===== src/pkg/pth_irq_pkg.sv =====
// Purpose: constants for the pressure threshold interrupt configuration block
// Assumes: Avalon-MM slave, 32-bit data, byte addresses, one aligned word per register
// Notes: register fields sit in the low byte, upper bits read as zero
package pth_irq_pkg;

  // ----------------------------------------------------------------
  // bus and event field widths
  // ----------------------------------------------------------------
  localparam int ADDR_W = 8;
  localparam int DATA_W = 32;
  localparam int BE_W = 4;
  localparam int EVT_W = 2;

  // ----------------------------------------------------------------
  // register byte offsets
  // ----------------------------------------------------------------
  localparam logic [ADDR_W-1:0] CFG_OFFS = 8'h00;
  localparam logic [ADDR_W-1:0] SOURCE_OFFS = 8'h24;
  localparam logic [ADDR_W-1:0] STATUS_OFFS = 8'h28;
  localparam logic [ADDR_W-1:0] CLEAR_OFFS = 8'h2C;
  localparam logic [ADDR_W-1:0] ENABLE_OFFS = 8'h30;

  // ----------------------------------------------------------------
  // configuration register fields
  // ----------------------------------------------------------------
  localparam int HIGH_EN_BIT = 0;
  localparam int LOW_EN_BIT = 1;
  localparam int LATCH_BIT = 2;
  localparam int GLOBAL_EN_BIT = 3;
  localparam int BASE_RST_BIT = 4;
  localparam int BASE_EN_BIT = 5;
  localparam int CFG_W = 6;
  localparam logic [CFG_W-1:0] CFG_RST = 6'h00;
  localparam logic [CFG_W-1:0] CFG_WMASK = 6'h3F;

  // ----------------------------------------------------------------
  // source, status, clear and enable fields
  // ----------------------------------------------------------------
  localparam int EVT_HIGH_BIT = 0;
  localparam int EVT_LOW_BIT = 1;
  localparam int SRC_ACTIVE_BIT = 2;
  localparam int SRC_W = 3;
  localparam logic [EVT_W-1:0] EVT_RST = 2'h0;
  localparam logic [SRC_W-1:0] SRC_RST = 3'h0;

  // ----------------------------------------------------------------
  // bus answer values
  // ----------------------------------------------------------------
  localparam logic [DATA_W-1:0] RDATA_ZERO = 32'h0000_0000;

endpackage : pth_irq_pkg


===== src/pressure_threshold_irq_cfg.sv =====
// Purpose: pressure threshold interrupt configuration with Avalon-MM registers
// Assumes: single clock clk_i at 25 MHz, compare results arrive as levels
// Notes: waitrequest drops one cycle after a request; the access completes there
//
// The address map and the Avalon-MM interface to the registers are this design's own decisions.
`timescale 1ns/1ps
`default_nettype none
module pressure_threshold_irq_cfg
  import pth_irq_pkg::*;
(
  input wire logic clk_i,
  input wire logic nrst_i,
  input wire logic [pth_irq_pkg::ADDR_W-1:0] address_i,
  input wire logic read_i,
  input wire logic write_i,
  input wire logic [pth_irq_pkg::BE_W-1:0] byteenable_i,
  input wire logic [pth_irq_pkg::DATA_W-1:0] writedata_i,
  output logic [pth_irq_pkg::DATA_W-1:0] readdata_o,
  output logic waitrequest_o,
  input wire logic pressure_high_i,
  input wire logic pressure_low_i,
  output logic baseline_capture_enable_o,
  output logic baseline_capture_reset_o,
  output logic threshold_irq_o,
  output logic irq_o
);

  // ----------------------------------------------------------------
  // helpers
  // ----------------------------------------------------------------
  function automatic logic [CFG_W-1:0] merge_low_byte(
    input logic [CFG_W-1:0] old_val,
    input logic [DATA_W-1:0] wdata,
    input logic lane_en,
    input logic [CFG_W-1:0] wmask
  );
    logic [CFG_W-1:0] res;
    res = old_val;
    if (lane_en)
    begin
      res = (old_val & ~wmask) | (wdata[CFG_W-1:0] & wmask);
    end
    return res;
  endfunction : merge_low_byte

  function automatic logic hit(
    input logic [ADDR_W-1:0] addr,
    input logic [ADDR_W-1:0] offs
  );
    return addr == offs;
  endfunction : hit

  // ----------------------------------------------------------------
  // declarations
  // ----------------------------------------------------------------
  logic wait_ff;
  logic nxt_wait;
  logic [DATA_W-1:0] rdata_ff;
  logic [DATA_W-1:0] nxt_rdata;
  logic [CFG_W-1:0] cfg_ff;
  logic [CFG_W-1:0] nxt_cfg;
  logic base_rst_ff;
  logic nxt_base_rst;
  logic [EVT_W-1:0] status_ff;
  logic [EVT_W-1:0] nxt_status;
  logic [EVT_W-1:0] enable_ff;
  logic [EVT_W-1:0] nxt_enable;
  logic [EVT_W-1:0] src_prev_ff;
  logic thr_irq_ff;
  logic nxt_thr_irq;
  logic irq_ff;
  logic nxt_irq;
  logic req;
  logic wr_go;
  logic rd_go;
  logic src_rd_clr;
  logic [EVT_W-1:0] src;
  logic [EVT_W-1:0] evt_rise;
  logic [EVT_W-1:0] clr_bits;
  logic [SRC_W-1:0] src_view;

  // ----------------------------------------------------------------
  // bus handshake
  // ----------------------------------------------------------------
  // a request is taken once; waitrequest goes low in the next cycle
  // and the access completes at the edge that samples it low
  assign req = read_i | write_i;
  assign wr_go = write_i & ~wait_ff;
  assign rd_go = read_i & ~wait_ff;
  assign src_rd_clr = rd_go & hit(address_i, SOURCE_OFFS) & cfg_ff[LATCH_BIT];

  always_comb
  begin
    src_view = {|src, src};
    nxt_wait = 1'b1;
    nxt_rdata = rdata_ff;
    if (req && wait_ff)
    begin
      nxt_wait = 1'b0;
      nxt_rdata = RDATA_ZERO;
      if (read_i)
      begin
        if (hit(address_i, CFG_OFFS))
        begin
          nxt_rdata[CFG_W-1:0] = cfg_ff;
        end
        else if (hit(address_i, SOURCE_OFFS))
        begin
          nxt_rdata[SRC_W-1:0] = src_view;
        end
        else if (hit(address_i, STATUS_OFFS))
        begin
          nxt_rdata[EVT_W-1:0] = status_ff;
        end
        else if (hit(address_i, ENABLE_OFFS))
        begin
          nxt_rdata[EVT_W-1:0] = enable_ff;
        end
        else
        begin
          nxt_rdata = RDATA_ZERO;
        end
      end
    end
  end

  always_ff @(posedge clk_i or negedge nrst_i)
  begin
    if (!nrst_i)
    begin
      wait_ff <= 1'b1;
      rdata_ff <= RDATA_ZERO;
    end
    else
    begin
      wait_ff <= nxt_wait;
      rdata_ff <= nxt_rdata;
    end
  end

  // ----------------------------------------------------------------
  // configuration register
  // ----------------------------------------------------------------
  always_comb
  begin
    nxt_cfg = cfg_ff;
    if (wr_go && hit(address_i, CFG_OFFS))
    begin
      nxt_cfg = merge_low_byte(cfg_ff, writedata_i, byteenable_i[0], CFG_WMASK);
    end
    nxt_cfg[BASE_RST_BIT] = 1'b0;
  end

  always_ff @(posedge clk_i or negedge nrst_i)
  begin
    if (!nrst_i)
    begin
      cfg_ff <= CFG_RST;
    end
    else
    begin
      cfg_ff <= nxt_cfg;
    end
  end

  // ----------------------------------------------------------------
  // baseline reset pulse
  // ----------------------------------------------------------------
  // the reset bit is never stored; a write of one gives a single pulse
  always_comb
  begin
    nxt_base_rst = 1'b0;
    if (wr_go && hit(address_i, CFG_OFFS) && byteenable_i[0])
    begin
      nxt_base_rst = writedata_i[BASE_RST_BIT];
    end
  end

  always_ff @(posedge clk_i or negedge nrst_i)
  begin
    if (!nrst_i)
    begin
      base_rst_ff <= 1'b0;
    end
    else
    begin
      base_rst_ff <= nxt_base_rst;
    end
  end

  // ----------------------------------------------------------------
  // threshold request sources
  // ----------------------------------------------------------------
  threshold_source u_source (
    .clk_i(clk_i),
    .nrst_i(nrst_i),
    .global_en_i(cfg_ff[GLOBAL_EN_BIT]),
    .high_en_i(cfg_ff[HIGH_EN_BIT]),
    .low_en_i(cfg_ff[LOW_EN_BIT]),
    .latch_i(cfg_ff[LATCH_BIT]),
    .read_clr_i(src_rd_clr),
    .pressure_high_i(pressure_high_i),
    .pressure_low_i(pressure_low_i),
    .src_o(src)
  );

  // ----------------------------------------------------------------
  // interrupt enable register
  // ----------------------------------------------------------------
  // only the low byte lane carries the mask
  always_comb
  begin
    nxt_enable = enable_ff;
    if (wr_go && hit(address_i, ENABLE_OFFS) && byteenable_i[0])
    begin
      nxt_enable = writedata_i[EVT_W-1:0];
    end
  end

  always_ff @(posedge clk_i or negedge nrst_i)
  begin
    if (!nrst_i)
    begin
      enable_ff <= EVT_RST;
    end
    else
    begin
      enable_ff <= nxt_enable;
    end
  end

  // ----------------------------------------------------------------
  // sticky status and clear
  // ----------------------------------------------------------------
  // a rising source bit wins over a clear in the same cycle
  always_comb
  begin
    evt_rise = src & ~src_prev_ff;
    clr_bits = EVT_RST;
    if (wr_go && hit(address_i, CLEAR_OFFS) && byteenable_i[0])
    begin
      clr_bits = writedata_i[EVT_W-1:0];
    end
    nxt_status = (status_ff & ~clr_bits) | evt_rise;
  end

  always_ff @(posedge clk_i or negedge nrst_i)
  begin
    if (!nrst_i)
    begin
      status_ff <= EVT_RST;
      src_prev_ff <= EVT_RST;
    end
    else
    begin
      status_ff <= nxt_status;
      src_prev_ff <= src;
    end
  end

  // ----------------------------------------------------------------
  // interrupt outputs
  // ----------------------------------------------------------------
  // irq follows the next status so it moves with the status bit
  always_comb
  begin
    nxt_irq = |(nxt_status & nxt_enable);
    nxt_thr_irq = cfg_ff[GLOBAL_EN_BIT] & (|src);
  end

  always_ff @(posedge clk_i or negedge nrst_i)
  begin
    if (!nrst_i)
    begin
      irq_ff <= 1'b0;
      thr_irq_ff <= 1'b0;
    end
    else
    begin
      irq_ff <= nxt_irq;
      thr_irq_ff <= nxt_thr_irq;
    end
  end

  // ----------------------------------------------------------------
  // outputs
  // ----------------------------------------------------------------
  assign readdata_o = rdata_ff;
  assign waitrequest_o = wait_ff;
  assign baseline_capture_enable_o = cfg_ff[BASE_EN_BIT];
  assign baseline_capture_reset_o = base_rst_ff;
  assign threshold_irq_o = thr_irq_ff;
  assign irq_o = irq_ff;

endmodule : pressure_threshold_irq_cfg
`default_nettype wire


===== src/threshold_source.sv =====
// Purpose: threshold event request bits, latched or following the condition
// Assumes: compare levels synchronous to clk_i
// Notes: a set in the clearing cycle wins over the clear
`timescale 1ns/1ps
`default_nettype none
module threshold_source
  import pth_irq_pkg::*;
(
  input wire logic clk_i,
  input wire logic nrst_i,
  input wire logic global_en_i,
  input wire logic high_en_i,
  input wire logic low_en_i,
  input wire logic latch_i,
  input wire logic read_clr_i,
  input wire logic pressure_high_i,
  input wire logic pressure_low_i,
  output logic [pth_irq_pkg::EVT_W-1:0] src_o
);

  logic [EVT_W-1:0] src_ff;
  logic [EVT_W-1:0] nxt_src;
  logic [EVT_W-1:0] cond;

  // ----------------------------------------------------------------
  // request bits
  // ----------------------------------------------------------------
  always_comb
  begin
    cond = EVT_RST;
    cond[EVT_HIGH_BIT] = global_en_i & high_en_i & pressure_high_i;
    cond[EVT_LOW_BIT] = global_en_i & low_en_i & pressure_low_i;
    if (latch_i)
    begin
      nxt_src = (read_clr_i ? EVT_RST : src_ff) | cond;
    end
    else
    begin
      nxt_src = cond;
    end
  end

  always_ff @(posedge clk_i or negedge nrst_i)
  begin
    if (!nrst_i)
    begin
      src_ff <= EVT_RST;
    end
    else
    begin
      src_ff <= nxt_src;
    end
  end

  assign src_o = src_ff;

endmodule : threshold_source
`default_nettype wire


===== config.mk =====
export PLATFORM = sky130hd
export DESIGN_NAME = pressure_threshold_irq_cfg
export DESIGN_NICKNAME = d
export VERILOG_FILES = /design/src/pkg/pth_irq_pkg.sv /design/src/pressure_threshold_irq_cfg.sv /design/src/threshold_source.sv
export SDC_FILE = /design/constraint.sdc
export NUM_CORES = 1
export LEC_CHECK = 0
export ABC_AREA = 1
export BUFFER_PORTS_ARGS = -buffer_cell sky130_fd_sc_hd__buf_2
export CORE_ASPECT_RATIO = 1.2
export CORE_MARGIN = 4
export CORE_UTILIZATION = 45
export DETAILED_ROUTE_END_ITERATION = 7
export PLACE_DENSITY = 0.86
export RECOVER_POWER = 100
export SLEW_MARGIN = 20
export SYNTH_ARGS = -nofsm -noshare
export SYNTH_HDL_FRONTEND = slang
export SYNTH_SLANG_ARGS = --single-unit

===== constraint.sdc =====
create_clock -name clk_i -period 2.25 [get_ports clk_i]
set_clock_uncertainty 0.1 [all_clocks]
set_input_delay 0 -clock clk_i [delete_from_list [all_inputs] [get_ports clk_i]]
set_output_delay 0 -clock clk_i [all_outputs]
set_load 0.1 [all_outputs]

==> summary.md, run 1 <==
| Metric | Value |
|---|---|
| Worst skew pair latency | 0.29 ns |
| Setup Fix Bufs, Post-CTS | 0 |
| Clk pwr share | 19.1% |
| Delay-heaviest family, CP | buffers and inverters |
| Synth area leaders | dfrtp_1 40%, buf_4 15%, nand2_1 10%, nand3_1 7.2%, nor2_1 4.0% |
| Leak | 0.842 nW |
| Initial antenna violation count | 0 |
| Max-cap violations | 0 |
| Instance area after placement | 1410 µm² |
| Layout cells sized above 1 | 18.5% |
| Netlist Area Pre-Place | 1320 µm² |
| Via/cell ratio | approximately 4.2 |
| # setup viols final | 0 |
| Slew Limit Headroom | 22.0% |
| Final period utilization | between 80% and 90% |
| Final Cell Area | 1530 µm² |
| Final GP Congestion | roughly 0.82 |
| Number of synthesized flops with an enable pin | 0 |
| Htree depth | 1 |
| Synth Register Bits | 22 |
| Yosys cell types | 19 |
| Inst Count DP | 228 |
| Drt drc | 0 |
| Starting Density | a little under half |
| Commonest cells in the synthesized netlist | 36 x nand2_1, 27 x buf_4, 21 x dfrtp_1 |
| Worst setup SP type | register |
| Post-DRT Antenna Nets | 0 |
| Router iterations before antenna repair | 4 |
| Tot Pwr | 0.000908 W |
| Final WL | about 2500 µm |
| CTS tree | built |
| Sw Pwr | ~0.00039 W |
| RSZ-0062 raised after global routing | false |
| Internal | 0.000518 W |
| CTS Sinks | 22 |
| First-pass GRT wire length | between 4000 and 5000 µm |
| Final-report hold violation count | 0 |
| Core area | 2810 µm² |
| Tightest Pin Transition | 1.17 ns |
| Final layout net count | about 260 |
| WL per Instance | around 10 µm |
| Leading cell type by number of instances after synthesis | nand2_1 |
| Post-synthesis sequential area ratio | 41.9% |
| Post-synth ARST share | 100% |
| Status | complete, no violations |
| Crit path time final | 1.83 ns |
| DR iter-0 viols | 25 |
| Avg Cell Area, Syn | 7.98 µm² |
| CTS Buffer Depth | 2 |
| CTS Buf Count | 3 |
| Sw Share | between 40% and 50% |
| Die Area | 3860 µm² |
| Dominant cell type by area after synthesis | dfrtp_1 |
| CTS resizes | 0 |
| FMAX | around 550 MHz |
| Top cell type's share of synthesized area | about 40% |
| Comb pwr share | a little over a third |
| Max-slew violations | 0 |
| PD cells | 592 nW/µm² |
| Maximum VDD drop | around 350 µV |
| CTS Hold Buffers Added | 13 |
| Cell count after synthesis | 165 |
| WHS | 0.0405 ns |
| Largest net degree at the start of global routing | 23 |
| P&R area growth vs syn | 16.3% |
| Die height | 67.3 µm |
| Slowest stage delay, CP | 0.87 ns |
| Critical Path End Type | output pin |
| Worst-path clk slew | between 0.1 and 0.15 ns |
| I/O pin count | between 80 and 90 |
| Synth warn | 0 |
| Worst Path Buf+Inv | 1 |
| Antenna diode count | 0 |
| Slowest CP cell | clkbuf_1 |
| PortBufs | 30 |
| Final HPWL DP | between 2000 and 2500 µm |
| Die width | 57.4 µm |
| Worst hold path type | primary input to register |
| Max FO, Critical Path | 4 |
| Root Driver | clkbuf_4 |
| GRT Total Usage | between 10% and 20% |
| Rows | 21 |
| Congestion Overflow GR | 0 |
| Main synth FF type | dfrtp_1 |
| Vias after detailed routing | 1037 |
| Number of global-route vias before repair | approximately 1000 |
| Non-Filler Instances | between 200 and 250 |
| Critical-path cell list | clkbuf_1 |
| CP Class | register to output pin |
| WP data arrival | between 1.5 and 2 ns |
| Setup TNS | 0 ns |
| CP required | 2.15 ns |
| Sequential power share | between 40 and 50% |
## flip-flops by register name, indices dropped and copies added, names as in the netlist, 2 cells and up
register	count
cfg_ff	5
readdata_o	5
enable_ff	2
src_prev_ff	2
status_ff	2
u_source.src_o	2
## cell usage in the layout, fill, tap and decap left out, drive strengths merged
master / instances
or2: 2
dfrtp: 21
dlygate4sd3: 13
inv: 18
buf: 18
clkbuf: 16
a21oi: 6
nand2: 44
nand3: 20
dfstp: 1
nor2: 19
conb: 27
o21ai: 6
## layout make-up
type,instances,area (µm²)
Fill cell,289,1280
Multi-Input combinational cell,124,579
Sequential cell,22,552
Timing Repair Buffer,43,265
Inverter,18,67.6
Tap cell,34,42.5
Clock buffer,4,26.3
## logic make-up (layout without fill, tap and decap cells)
group	Yosys count	after routing	synth area share [%]
other cells	1	27	0.285
buf+inv	45	65	20.5
flops	22	22	41.9
simple gates	85	85	32.5
compound gates	12	12	4.84
## power groups by stage
stage	Combinational (W)	Sequential, W	Clock (W)
CTS	0.000326	0.000412	0.000180
floorplan	0.000270	0.000451	0
global placement	0.000306	0.000420	0
finish	0.000323	0.000411	0.000173
global route	0.000340	0.000413	0.000199
detailed placement	0.000307	0.000420	0
## routing by layer
layer  up-vias  GRT usage [%]  routed length (µm)  part of all wire, %
li1        551              -                   -                    -
met1       455           16.2                1010                   41
met2        29           24.9                1310                   53
met3         2           2.29                 164                  6.6
met4         0           2.61                   9                 0.36
met5         -              0                   0                    0
## per-stage QoR
| step | utilization [%] | setup slack [ns] |
|---|---|---|
| final | 54.5 | 0.422 |
| after global routing | 54.5 | 0.358 |
| after CTS | 55.5 | 0.706 |
| after detailed placement | 50.0 | 0.950 |
| after global placement | 50.0 | 0.950 |
| after floorplan | - | 0.664 |
## path summary, 6_finish.rpt
path	to	slack, ns	depth (start not counted)	from
min	status_ff[0]$_DFF_PN0_	0.04	6	address_i[3]
max in group asynchronous	readdata_o[2]$_DFFE_PN0P_	1.05	2	nrst_i
max	waitrequest_o	0.42	1	waitrequest_o$_DFF_PN1_
max reg2reg	waitrequest_o$_DFF_PN1_	0.62	2	waitrequest_o$_DFF_PN1_
min in group asynchronous	cfg_ff[3]$_DFFE_PN0N_	0.34	2	nrst_i
min reg2reg	src_prev_ff[0]$_DFF_PN0_	0.35	0	u_source.src_o[0]$_DFF_PN0_
(Power assumes the default switching activity.)
==> run 2: changes to the inputs <==
--- a/config.mk
+++ b/config.mk
@@ -5,13 +5,13 @@
 export SDC_FILE = /design/constraint.sdc
 export NUM_CORES = 1
 export LEC_CHECK = 0
-export ABC_AREA = 1
+export ABC_AREA = 0
 export BUFFER_PORTS_ARGS = -buffer_cell sky130_fd_sc_hd__buf_2
 export CORE_ASPECT_RATIO = 1.2
 export CORE_MARGIN = 4
-export CORE_UTILIZATION = 45
+export CORE_UTILIZATION = 40
 export DETAILED_ROUTE_END_ITERATION = 7
-export PLACE_DENSITY = 0.86
+export PLACE_DENSITY = 0.79
 export RECOVER_POWER = 100
 export SLEW_MARGIN = 20
 export SYNTH_ARGS = -nofsm -noshare
==> constraint.sdc (replaced) <==
create_clock -name clk_i -period 1.9 [get_ports clk_i]
set_clock_uncertainty 0.1 [all_clocks]
set_input_delay 0 -clock clk_i [delete_from_list [all_inputs] [get_ports clk_i]]
set_output_delay 0 -clock clk_i [all_outputs]
set_load 0.1 [all_outputs]
==> summary.md, run 2 <==
| Metric | Value |
|---|---|
| Status | complete, no violations |
| Final-report hold violation count | 0 |
| Number of synthesized flops with an enable pin | 0 |
| WP data arrival | 1.91 ns |
| Most frequent cells in the layout | 27 x conb_1, 21 x dfrtp_1, 19 x buf_2 |
| Final Cell Area | 1490 µm² |
| Instance area after placement | roughly 1300 µm² |
| Leak | 0.753 nW |
| Reg2reg end | irq_o$_DFF_PN0_ |
| Largest net degree at the start of global routing | 23 |
| Final period utilization | 94.4% |
| GRT Total Usage | a little over an eighth |
| Die height | 68.8 µm |
| Synth warn | 0 |
| Worst Path Buf+Inv | 0 |
| Htree depth | 1 |
| Congestion Overflow GR | 0 |
| Worst skew pair latency | 0.31 ns |
| CTS Sinks | 22 |
| Vias after detailed routing | between 900 and 1000 |
| WL per Instance | 13.5 µm |
| Avg Cell Area, Syn | 10.7 µm² |
| Cell count after synthesis | between 100 and 150 |
| Starting Density | 43.1% |
| Initial antenna violation count | 0 |
| Critical Path End Type | register |
| Commonest cells in the synthesized netlist | 28 x buf_4, 21 x dfrtp_1, 5 x and3_1, 5 x mux2_1 |
| Final HPWL DP | about 2100 µm |
| Antenna diode count | 0 |
| Leading cell type by number of instances after synthesis | buf_4 |
| Drt drc | 0 |
| Setup TNS | 0 ns |
| Final WL | roughly 2600 µm |
| Commonest non-fill, non-tap cell in the layout | conb_1 |
| Root Driver | clkbuf_4 |
| Slew Limit Headroom | 22.3% |
| I/O pin count | a little under 90 |
| PortBufs | 30 |
| Tightest Pin Transition | 1.17 ns |
| Worst Hold Path EP | readdata_o[0]$_DFFE_PN0P_ |
| Synth Register Bits | 22 |
| Main synth FF type | dfrtp_1 |
| # setup viols final | 0 |
| Critical-path cell list | and3b_1 -> nand3_1 -> mux2_4 -> a22o_1 |
| CTS tree | built |
| Tot Pwr | 0.00120 W |
| Place WS | 0.154 ns |
| Post-synth ARST share | 100% |
| Netlist Area Pre-Place | 1230 µm² |
| Number of global-route vias before repair | roughly 940 |
| First-pass GRT wire length | 4060 µm |
| Final GP Congestion | 0.825 |
| DR iter-0 viols | 15 |
| Core area | 2860 µm² |
| Crit path time final | 1.79 ns |
| Hold depth | 3 |
| Final layout net count | 211 |
| Yosys cell types | 38 |
| Layout cells sized above 1 | 21.9% |
| Router iterations before antenna repair | 4 |
| R2r setup slk | between 0.1 and 0.15 ns |
| Post-DRT Antenna Nets | 0 |
| Dominant cell type by area after synthesis | dfrtp_1 |
| Post-synthesis sequential area ratio | 44.7% |
| Worst hold path type | primary input to register |
| Maximum VDD drop | 535 µV |
| Slowest CP cell | dfstp_4 |
| Via/cell ratio | roughly 5 |
| Top cell type's share of synthesized area | around 43% |
| CP required | 2.01 ns |
| Worst R2R Start | waitrequest_o$_DFF_PN1_ |
| CTS Buf Count | 3 |
| Worst hold path startpoint | address_i[4] |
| PD cells | around 800 nW/µm² |
| Max FO, Critical Path | 7 |
| Delay-heaviest family, CP | flip-flops |
| Worst Slack Setup Final | 0.106 ns |
| CP Class | register to register |
| CTS resizes | 0 |
| Setup Fix Bufs, Post-CTS | 0 |
| Max-slew violations | 0 |
| CTS Hold Buffers Added | 12 |
| CTS Buffer Depth | 2 |
| Die width | 58.7 µm |
| P&R area growth vs syn | 20.8% |
| Die Area | 4040 µm² |
| Worst setup SP type | register |
| Worst-path clk slew | between 0.1 and 0.15 ns |
| Max-cap violations | 0 |
| WHS | 0.0373 ns |
| Worst r2r path cells | 4 |
| Rows | 21 |
| Slowest stage delay, CP | between 0.6 and 0.7 ns |
| Synth area leaders | dfrtp_1 43%, buf_4 17%, mux2_1 4.6%, and3_1 2.5%, mux2_4 2.4% |
| FMAX | 557 MHz |
| RSZ-0062 raised after global routing | false |
[run 2: cell count changes after synthesis, moves of 3 or more]
| cell | previous run | this run |
|---|---|---|
| nor2_4 | 3 | 0 |
| mux2_1 | 0 | 5 |
| inv_2 | 6 | 0 |
| inv_1 | 12 | 4 |
| a21oi_1 | 6 | 1 |
| nand3_1 | 19 | 3 |
| nor2b_1 | 0 | 3 |
| nand2_1 | 36 | 4 |
| nand2_2 | 7 | 0 |
| nor2_1 | 14 | 4 |
| and3_1 | 0 | 5 |
[run 2: final cells by class]
cell class	instances	area, µm²
Timing Repair Buffer	44	279
Clock inverter	1	30.0
Clock buffer	3	22.5
Tap cell	34	42.5
Sequential cell	22	556
Multi-Input combinational cell	86	546
Fill cell	275	1370
Inverter	4	15.0
[run 2: worst register-to-register path, cell delays in order (launching register included)]
cell and delay, ns:
dfstp_4 0.67, and3b_1 0.24, nand3_1 0.16, mux2_4 0.32, a22o_1 0.21
[run 2: cells by family after synthesis]
| kind of cell | synth area share, % |
|---|---|
| buf+inv | 18.6 |
| simple gates | 16.9 |
| flops | 44.7 |
| compound gates | 12.5 |
| mux | 7.00 |
| other cells | 0.304 |
[run 2: worst max-delay path by stage]
stage	startpoint	to	depth (start not counted)
4_1_cts	waitrequest_o$_DFF_PN1_	cfg_ff[0]$_DFFE_PN0N_	3
6_report	waitrequest_o$_DFF_PN1_	irq_o$_DFF_PN0_	4
3_3_place_gp	waitrequest_o$_DFF_PN1_	cfg_ff[1]$_DFFE_PN0N_	3
5_1_grt	waitrequest_o$_DFF_PN1_	irq_o$_DFF_PN0_	4
3_5_place_dp	waitrequest_o$_DFF_PN1_	cfg_ff[1]$_DFFE_PN0N_	3
2_1_floorplan	waitrequest_o$_DFF_PN1_	cfg_ff[5]$_DFFE_PN0N_	4
[run 2: layer usage]
| metal | track usage [%] | part of all wire (%) | up-vias |
|---|---|---|---|
| met5 | 0 | 0 | - |
| li1 | - | - | 448 |
| met3 | 0.745 | 7.1 | 2 |
| met2 | 25.1 | 54 | 37 |
| met4 | 9.07 | 1.3 | 0 |
| met1 | 14.3 | 37 | 456 |
[run 2: power by group]
part           internal (W)  switching [W]  total, W
combinational     0.0000482       0.000306  0.000354
clock              0.000213       0.000147  0.000360
sequential         0.000478     0.00000659  0.000484
total              0.000739       0.000460   0.00120
[run 2: through the flow]
stage          cells  util (%)
2_1_floorplan    141         -
6_report         194      52.0
4_1_cts          194      52.4
5_1_grt          194      52.0
3_3_place_gp     178      46.4
3_5_place_dp     178      46.4
